--- src/pin_edge_pkg.sv ---
// Constants and carrier types for the pin edge noise filter
package pin_edge_pkg;

    localparam int PIN_COUNT       = 7;
    localparam int LOW_GROUP_W     = 4;
    localparam int HIGH_GROUP_W    = 3;
    localparam int SEL_W           = 2;
    localparam int PRESCALE_W      = 6;
    localparam int CNT_W           = 10;

    localparam int CLK_PERIOD_NS   = 20;
    localparam int DIGITAL_RUN     = 4;
    localparam int ANALOG_DELAY_NS = 10000;
    localparam int SYNC_STAGES     = 2;
    // Longest lag rounds down; the synchroniser and output flop eat into it
    localparam int ANALOG_RUN      = ANALOG_DELAY_NS / CLK_PERIOD_NS - SYNC_STAGES - 1;

    localparam logic [SEL_W-1:0]        SAMPLE_SEL_RESET = 2'h0;
    localparam logic [LOW_GROUP_W-1:0]  EDGE_LOW_RESET   = 4'h0;
    localparam logic [HIGH_GROUP_W-1:0] EDGE_HIGH_RESET  = 3'h0;
    localparam logic [PRESCALE_W-1:0]   PRESCALE_RESET   = 6'h00;
    localparam logic [CNT_W-1:0]        CNT_ZERO         = 10'h000;
    localparam logic [CNT_W-1:0]        CNT_ONE          = 10'h001;

    localparam int IDX_NMI      = 0;
    localparam int IDX_TUNABLE  = 1;
    localparam int IDX_FIXED_LO = 2;
    localparam int IDX_FIXED_HI = 4;
    localparam int IDX_ANALOG_A = 5;
    localparam int IDX_ANALOG_B = 6;

    // Bit order matches the edge-select vector: nmi is bit 0
    typedef struct packed {
        logic       analog_delay_pin_b;
        logic       analog_delay_pin_a;
        logic       fixed_filter_pin_c;
        logic       fixed_filter_pin_b;
        logic       fixed_filter_pin_a;
        logic       tunable_filter_pin;
        logic       nmi_edge_pin;
    } pin_set_s;

endpackage

--- src/level_qualifier.sv ---
// Synchroniser plus run-length level qualifier for one input pin
`timescale 1ns/1ps
module level_qualifier
    import pin_edge_pkg::*;
#(
    parameter int         RUN       = DIGITAL_RUN,
    parameter logic       FREE_TICK = 1'b0
) (
    input  wire logic sys_clk,
    input  wire logic nrst,
    input  wire logic pin,
    input  wire logic tick,
    input  wire logic hold,
    output logic      level
);

    localparam logic [CNT_W-1:0] RUN_LAST = CNT_W'(RUN - 1);

    logic             sync_a;
    logic             sync_q;
    logic [CNT_W-1:0] run_cnt;

    wire logic differs = (sync_q != level);
    wire logic accept  = tick && !hold && differs && (run_cnt == RUN_LAST);

    always_ff @(posedge sys_clk) begin
        if (!nrst) begin
            sync_a <= 1'b0;
            sync_q <= 1'b0;
        end else begin
            sync_a <= pin;
            sync_q <= sync_a;
        end
    end

    // A level must differ on RUN consecutive samples; any agreeing sample restarts the run
    always_ff @(posedge sys_clk) begin
        if (!nrst) begin
            level   <= 1'b0;
            run_cnt <= CNT_ZERO;
        end else if (tick && !hold) begin
            if (!differs) begin
                run_cnt <= CNT_ZERO;
            end else if (accept) begin
                level   <= sync_q;
                run_cnt <= CNT_ZERO;
            end else begin
                run_cnt <= run_cnt + CNT_ONE;
            end
        end
    end

    chk_run_before_accept: assert property (
        @(posedge sys_clk) disable iff (!nrst)
        (level != $past(level)) |-> ($past(run_cnt) == RUN_LAST))
        else $error("level changed before a full run of samples");

    generate
        if (FREE_TICK) begin : g_free
            chk_four_samples_seen: assert property (
                @(posedge sys_clk) disable iff (!nrst)
                (level != $past(level)) && $past(nrst, 4) |->
                    ($past(sync_q, 1) == level) && ($past(sync_q, 2) == level)
                    && ($past(sync_q, 3) == level) && ($past(sync_q, 4) == level))
                else $error("fixed pin accepted a level held under four samples");
        end
    endgenerate

endmodule

--- src/pin_edge_noise_filter.sv ---
// Seven-pin edge detector with digital and delay-based noise rejection
`timescale 1ns/1ps
// Functional notes
// - Tunable pin sampled on selected clock; new level needs four equal samples.
// - Levels lasting three samples or fewer are dropped and never make an edge.
// - Three fixed pins use the same four-sample rule on the core clock.
// - Tunable pin edge appears three to four sample periods plus three core clocks after the pin edge.
// - Fixed pin edge appears six to seven core clocks after the pin edge.
// - During an edge-select write, edges on affected pins are not guaranteed.
// - Delay pins reject pulses shorter than about ten microseconds.
// - Delay pin edges may lag the real edge by up to ten microseconds.
// - Each pin has a programmable rising or falling valid edge, mirrored on the edge_select output.
// - Sample clock selection is writable and reset clears it to zero.
// - Deep standby stops detection except on the nmi and two delay pins.
module pin_edge_noise_filter
    import pin_edge_pkg::*;
(
    input  wire logic                    sys_clk,
    input  wire logic                    nrst,
    input  wire pin_set_s                pins,
    input  wire logic [LOW_GROUP_W-1:0]  edge_select_low_wdata,
    input  wire logic                    edge_select_low_we,
    input  wire logic [HIGH_GROUP_W-1:0] edge_select_high_wdata,
    input  wire logic                    edge_select_high_we,
    input  wire logic [SEL_W-1:0]        sample_clock_select_wdata,
    input  wire logic                    sample_clock_select_we,
    input  wire logic                    deep_standby,
    output pin_set_s                     edge_pulse,
    output logic [PIN_COUNT-1:0]         edge_select,
    output logic [SEL_W-1:0]             sample_clock_select
);

    logic [LOW_GROUP_W-1:0]  edge_select_reg_low;
    logic [HIGH_GROUP_W-1:0] edge_select_reg_high;
    logic [PRESCALE_W-1:0]   prescale;
    logic [PIN_COUNT-1:0]    level;
    logic [PIN_COUNT-1:0]    level_q;

    wire logic [PIN_COUNT-1:0] pin_vec = pins;
    wire logic [PIN_COUNT-1:0] sel_vec = {edge_select_reg_high, edge_select_reg_low};

    // Divide ratio 1, 4, 16 or 64; slow settings suit chattering switches
    wire logic [PRESCALE_W-1:0] tick_mask =
        (sample_clock_select == 2'h0) ? 6'h00 :
        (sample_clock_select == 2'h1) ? 6'h03 :
        (sample_clock_select == 2'h2) ? 6'h0F : 6'h3F;
    wire logic sample_tick = ((prescale & tick_mask) == PRESCALE_RESET);

    // Pins that stop in deep standby: tunable and the three fixed pins
    wire logic [PIN_COUNT-1:0] stop_mask = {2'h0, {4{deep_standby}}, 1'b0};

    // A write masks its group for one cycle, so a half-changed polarity never fires
    wire logic [PIN_COUNT-1:0] write_mask =
        {{HIGH_GROUP_W{edge_select_high_we}}, {LOW_GROUP_W{edge_select_low_we}}};

    wire logic [PIN_COUNT-1:0] changed = level ^ level_q;
    wire logic [PIN_COUNT-1:0] polarity_ok = ~(level ^ sel_vec);
    wire logic [PIN_COUNT-1:0] next_edge = changed & polarity_ok & ~stop_mask & ~write_mask;

    always_ff @(posedge sys_clk) begin
        if (!nrst) begin
            sample_clock_select <= SAMPLE_SEL_RESET;
            prescale            <= PRESCALE_RESET;
        end else begin
            prescale <= prescale + 6'h01;
            if (sample_clock_select_we) begin
                sample_clock_select <= sample_clock_select_wdata;
            end
        end
    end

    always_ff @(posedge sys_clk) begin
        if (!nrst) begin
            edge_select_reg_low  <= EDGE_LOW_RESET;
            edge_select_reg_high <= EDGE_HIGH_RESET;
            edge_select          <= {EDGE_HIGH_RESET, EDGE_LOW_RESET};
        end else begin
            if (edge_select_low_we) begin
                edge_select_reg_low <= edge_select_low_wdata;
            end
            if (edge_select_high_we) begin
                edge_select_reg_high <= edge_select_high_wdata;
            end
            edge_select <= {edge_select_high_we ? edge_select_high_wdata : edge_select_reg_high,
                            edge_select_low_we ? edge_select_low_wdata : edge_select_reg_low};
        end
    end

    always_ff @(posedge sys_clk) begin
        if (!nrst) begin
            level_q    <= {PIN_COUNT{1'b0}};
            edge_pulse <= '0;
        end else begin
            level_q    <= level;
            edge_pulse <= next_edge;
        end
    end

    // The delay pins model the analog filter as a fixed hold time within the bound
    genvar gi;
    generate
        for (gi = 0; gi < PIN_COUNT; gi++) begin : g_pin
            localparam bit IS_ANALOG = (gi == IDX_NMI) || (gi >= IDX_ANALOG_A);
            localparam bit IS_FIXED  = (gi >= IDX_FIXED_LO) && (gi <= IDX_FIXED_HI);
            level_qualifier #(
                .RUN       (IS_ANALOG ? ANALOG_RUN : DIGITAL_RUN),
                .FREE_TICK (IS_FIXED)
            ) u_qual (
                .sys_clk (sys_clk),
                .nrst    (nrst),
                .pin     (pin_vec[gi]),
                .tick    ((gi == IDX_TUNABLE) ? sample_tick : 1'b1),
                .hold    (stop_mask[gi]),
                .level   (level[gi])
            );
        end
    endgenerate

    chk_sel_reset_zero: assert property (
        @(posedge sys_clk) !nrst |=> (sample_clock_select == SAMPLE_SEL_RESET))
        else $error("sample clock select not cleared by reset");

    chk_standby_stops_digital: assert property (
        @(posedge sys_clk) disable iff (!nrst)
        deep_standby |=> (edge_pulse[IDX_FIXED_HI:IDX_TUNABLE] == 4'h0))
        else $error("digital pin edge during deep standby");

    chk_write_masks_group: assert property (
        @(posedge sys_clk) disable iff (!nrst)
        edge_select_low_we |=> (edge_pulse[IDX_FIXED_LO+1:IDX_NMI] == 4'h0))
        else $error("edge reported during edge select write");

    chk_edge_polarity_match: assert property (
        @(posedge sys_clk) disable iff (!nrst)
        edge_pulse.tunable_filter_pin |->
            ($past(level[IDX_TUNABLE]) == $past(sel_vec[IDX_TUNABLE]))
            && ($past(level[IDX_TUNABLE], 2) != $past(level[IDX_TUNABLE])))
        else $error("tunable edge has wrong polarity or no level change");

    chk_edge_single_cycle: assert property (
        @(posedge sys_clk) disable iff (!nrst)
        edge_pulse.fixed_filter_pin_a |=> !edge_pulse.fixed_filter_pin_a)
        else $error("edge pulse longer than one cycle");

    chk_fast_tick_always: assert property (
        @(posedge sys_clk) disable iff (!nrst)
        (sample_clock_select == SAMPLE_SEL_RESET) |-> sample_tick)
        else $error("undivided sample clock skipped a tick");

    chk_fixed_latency_bound: assert property (
        @(posedge sys_clk) disable iff (!nrst || deep_standby)
        $rose(pins.fixed_filter_pin_b) ##1 pins.fixed_filter_pin_b [*7]
            |-> ##[0:1] level[IDX_FIXED_LO+1])
        else $error("fixed pin edge not detected within bound");

    chk_analog_short_drop: assert property (
        @(posedge sys_clk) disable iff (!nrst)
        (level[IDX_ANALOG_A] != $past(level[IDX_ANALOG_A]))
            |-> ($past(pins.analog_delay_pin_a, SYNC_STAGES + 1) == level[IDX_ANALOG_A]))
        else $error("delay pin accepted a level no longer held");

endmodule

--- config.mk ---
export PLATFORM = sky130hd
export DESIGN_NAME = pin_edge_noise_filter
export DESIGN_NICKNAME = d
export VERILOG_FILES = /design/src/pin_edge_pkg.sv /design/src/level_qualifier.sv /design/src/pin_edge_noise_filter.sv
export SDC_FILE = /design/constraint.sdc
export NUM_CORES = 1
export LEC_CHECK = 0
export ABC_CLOCK_PERIOD_IN_PS = 1900
export BUFFER_PORTS_ARGS = -buffer_cell sky130_fd_sc_hd__buf_4
export CORE_MARGIN = 10
export CORE_UTILIZATION = 50
export DETAILED_ROUTE_END_ITERATION = 8
export PLACE_DENSITY = 0.68
export SYNTH_ARGS = -nofsm -noshare
export SYNTH_HDL_FRONTEND = slang
export SYNTH_SLANG_ARGS = --single-unit
--- constraint.sdc ---
create_clock -name sys_clk -period 1.9 [get_ports sys_clk]
set_input_delay 0.285 -clock sys_clk [delete_from_list [all_inputs] [get_ports sys_clk]]
set_output_delay 0.285 -clock sys_clk [all_outputs]
set_load 0.03 [all_outputs]
==> flow_summary_export.csv <==
group,metric,value,unit
die,io_pins,38,
route,antenna_left,0,
cts,root_buffer,"clkbuf_8",
die,die_x,122,µm
timing,fin_crit_sh,95.8,%
layout,n_fill_cell,839,
layout,postLayoutCoreUtil,63.4,%
layout,final_common_cell,"dfxtp_1",
setup_path,crit_slowest_cell,"or4b_2",
cts,cts.sinks,120,
route,dr_total_vias,4311,
timing,period_minus_slack,1820,ps
synth,netlist_instances,588,
worst_hold_path,hold_path.class,"in2reg",
grt,antenna_found_initial,0,
placement,dpl_cell_area,5660,µm²
route,routedWlPerCell,13.6,µm
setup_path,cp-start-kind,"flip-flop",
setup_path,reg2reg_slack,80,ps
grt,grt-ovfl-total,0,
flow_run,max_cap_violations,0,
synth,yosysTopAreaCellShare,46.2,%
power,p_leak,2.43,nW
setup_path,required,2300,ps
synth,yosysSeqAreaShare,46.2,%
timing,finalSetupViolCount,0,
timing,hold_ws,17.9,ps
route,firstDrtPassIters,5,
worst_hold_path,whs_endpoint,"g_pin[1].u_qual.sync_a",
route,viasPerCell,5.36,
route,wl_met2,5300,µm
route,dr_wl_met3,428,µm
status,status,"completed",
timing,skew,13.4,ps
layout,areaGrowthSynthToFinish,24.9,%
grt,grtUsageTotal,15.4,%
setup_path,cp-end-kind,"flip-flop",
setup_path,cp.arrival,2220,ps
synth,syn_area_per_cell,8.84,µm²
worst_hold_path,min_from,"pins[1]",
synth,synth_area_leaders,"dfxtp_1 46%, nor2_1 6.3%, xnor2_1 4.2%, nand2_1 4.0%, nand3_1 3.3%",
die,rows,37,
power,total_power,6.29,mW
placement,io_buffers,37,
layout,fin_nets,689,
route,dr.max_layer_used,"met4",
timing,maxSlewViolCount,0,
placement,gp_congestion,0.813,
cts,cts_made_buffers,17,
cts,worstSkewPairLatency,530,ps
synth,yosys.area.top_type,"dfxtp_1",
layout,final_cell_mix,"120 x dfxtp_1, 87 x nor2_1, 55 x nand2_1",
synth,yosysWarnings,0,
synth,synth_edf_count,0,
cts,path_clk_slew,60,ps
die,floorplan.initialDensity,50.8,%
timing,final_hold_viol_count,0,
layout,drive_gt1_share,14.9,%
synth,synth_cell_type_count,53,
synth,syn-num-nets,621,
synth,yosys_register_bits,120,
layout,fin_area,6490,µm²
setup_path,r2r_cells,6,
setup_path,max_stage_delay,580,ps
cts,h-tree-depth,4,
setup_path,critPathKind,"reg2reg",
die,dieArea,14900,µm²
setup_path,crit_chain,"inv_1 > ha_1 > or4b_2 > or3_4 > mux2i_1 > nor2_1",
setup_path,r2r_end,"g_pin[0].u_qual.level",
synth,ys_async_sr_fraction,0,%
power,vdd_drop_max,0.735,mV
grt,grt_pass1_vias,4135,
cts,tritoncts,"yes",
die,coreArea,10200,µm²
timing,fmax,0.550,GHz
synth,netlist_area,5200,µm²
placement,dpl.hpwl,7350,µm
layout,insertedDiodeCount,0,
timing,final.setup.tns,0,ps
route,met1Wirelength,5050,µm
setup_path,r2r_start,"g_pin[0].u_qual.run_cnt[0]",
synth,synthFlopType,"dfxtp_1",
worst_hold_path,min_path_cells,2,
grt,grt_pass1_wl,19000,µm
setup_path,path_max_fanout,5,
timing,tightest_slew,994,ps
cts,post-cts-setup-buffers,0,
power,power.density,969,nW/µm²
die,die_h,122,µm
timing,max_slew_margin,33.5,%
grt,grt_max_degree,36,
route,drc,0,
cts,cts_max_path_buffers,2,
route,drt_wl_total,10900,µm
route,drtIter0Drc,261,
==> critical path: cells and delay by family, from the launching register on <==
family                     cells  cell delay [ps]
DFF                            1              340
muxes                          1              160
adders and majority gates      1              120
and+or+nand+nor                3             1010
buffers and inverters          1               70
==> layout make-up <==
type	count	area, µm²	share of cell area [%]
inverter	14	52.6	0.810
sequential	120	2400	37.0
clock inverter	15	226	3.49
multi-input combinational	435	2670	41.2
clock buffer	17	414	6.38
timing repair buffer	68	551	8.48
tap	136	170	2.62
==> where the power goes <==
part / total, mW / switching (mW) / internal (mW)
Sequential: 2.58 / 0.0288 / 2.55
Clock: 3.43 / 1.17 / 2.27
Combinational: 0.274 / 0.150 / 0.124
==> worst max-delay path by stage <==
stage / start / to / slack (ps) / cells after the start
4_1_cts: g_pin[0].u_qual.run_cnt[0] / g_pin[0].u_qual.run_cnt[6] / 10 / 6
2_1_floorplan: g_pin[0].u_qual.run_cnt[0] / g_pin[0].u_qual.run_cnt[2] / 150 / 6
5_1_grt: g_pin[0].u_qual.run_cnt[0] / g_pin[0].u_qual.level / -4 / 6
6_report: g_pin[0].u_qual.run_cnt[0] / g_pin[0].u_qual.level / 80 / 6
3_3_place_gp: g_pin[0].u_qual.run_cnt[0] / g_pin[0].u_qual.run_cnt[6] / 70 / 6
3_5_place_dp: g_pin[0].u_qual.run_cnt[0] / g_pin[0].u_qual.run_cnt[2] / 20 / 6
==> per-layer routing <==
layer / track usage [%] / vias up
li1: - / 2212
met1: 18.4 / 2018
met2: 25.6 / 68
met3: 4.35 / 13
met4: 6.26 / 0
met5: 0 / -
==> repair_timing <==
item                       in CTS  in global routing
setup endpoints to repair       0                 14
gates resized for setup         0                  4
hold buffers                   16                  0
hold endpoints to repair       16                  0
==> cell families after synthesis <==
group | Yosys count | share of synthesized area (%)
AO/OA/AOI/OAI | 78 | 10.0
XOR/XNOR | 41 | 6.91
multiplexers | 15 | 2.91
flip-flops | 120 | 46.2
adder cells (fa/ha/maj) | 11 | 2.65
AND/OR/NAND/NOR | 290 | 28.5
buffers and inverters | 33 | 2.79
==> synthesized netlist by cell type, types with 4 or more instances <==
master / n
and4_1: 4
or3_1: 5
mux2i_1: 14
nor3_1: 12
xnor2_1: 25
clkbuf_1: 15
o21ai_0: 15
nand3b_1: 10
inv_1: 14
nand2_1: 55
dfxtp_1: 120
nor4_1: 13
and3_1: 10
and2_1: 24
nand3_1: 34
ha_1: 11
nand4b_1: 4
a21oi_1: 17
a221o_1: 5
o211ai_1: 5
nor2_1: 87
nand4_1: 10
a31oi_1: 20
xor2_1: 16
==> state kept, by name, indices dropped and copies added (netlist names) <==
signal,count
edge_pulse,7
g_pin.u_qual.sync_a,7
sample_clock_select,2
g_pin.u_qual.level,7
g_pin.u_qual.sync_q,7
prescale,6
g_pin.u_qual.run_cnt,70
level_q,7
edge_select,7
==> per-stage QoR <==
stage | setup WS [ps] | cells
2_1_floorplan | 148 | 588
3_3_place_gp | 73.8 | 757
3_5_place_dp | 24.4 | 757
4_1_cts | 14.5 | 805
5_1_grt | -4.04 | 805
6_report | 80.5 | 805
Power figures use the tool's default switching activity.
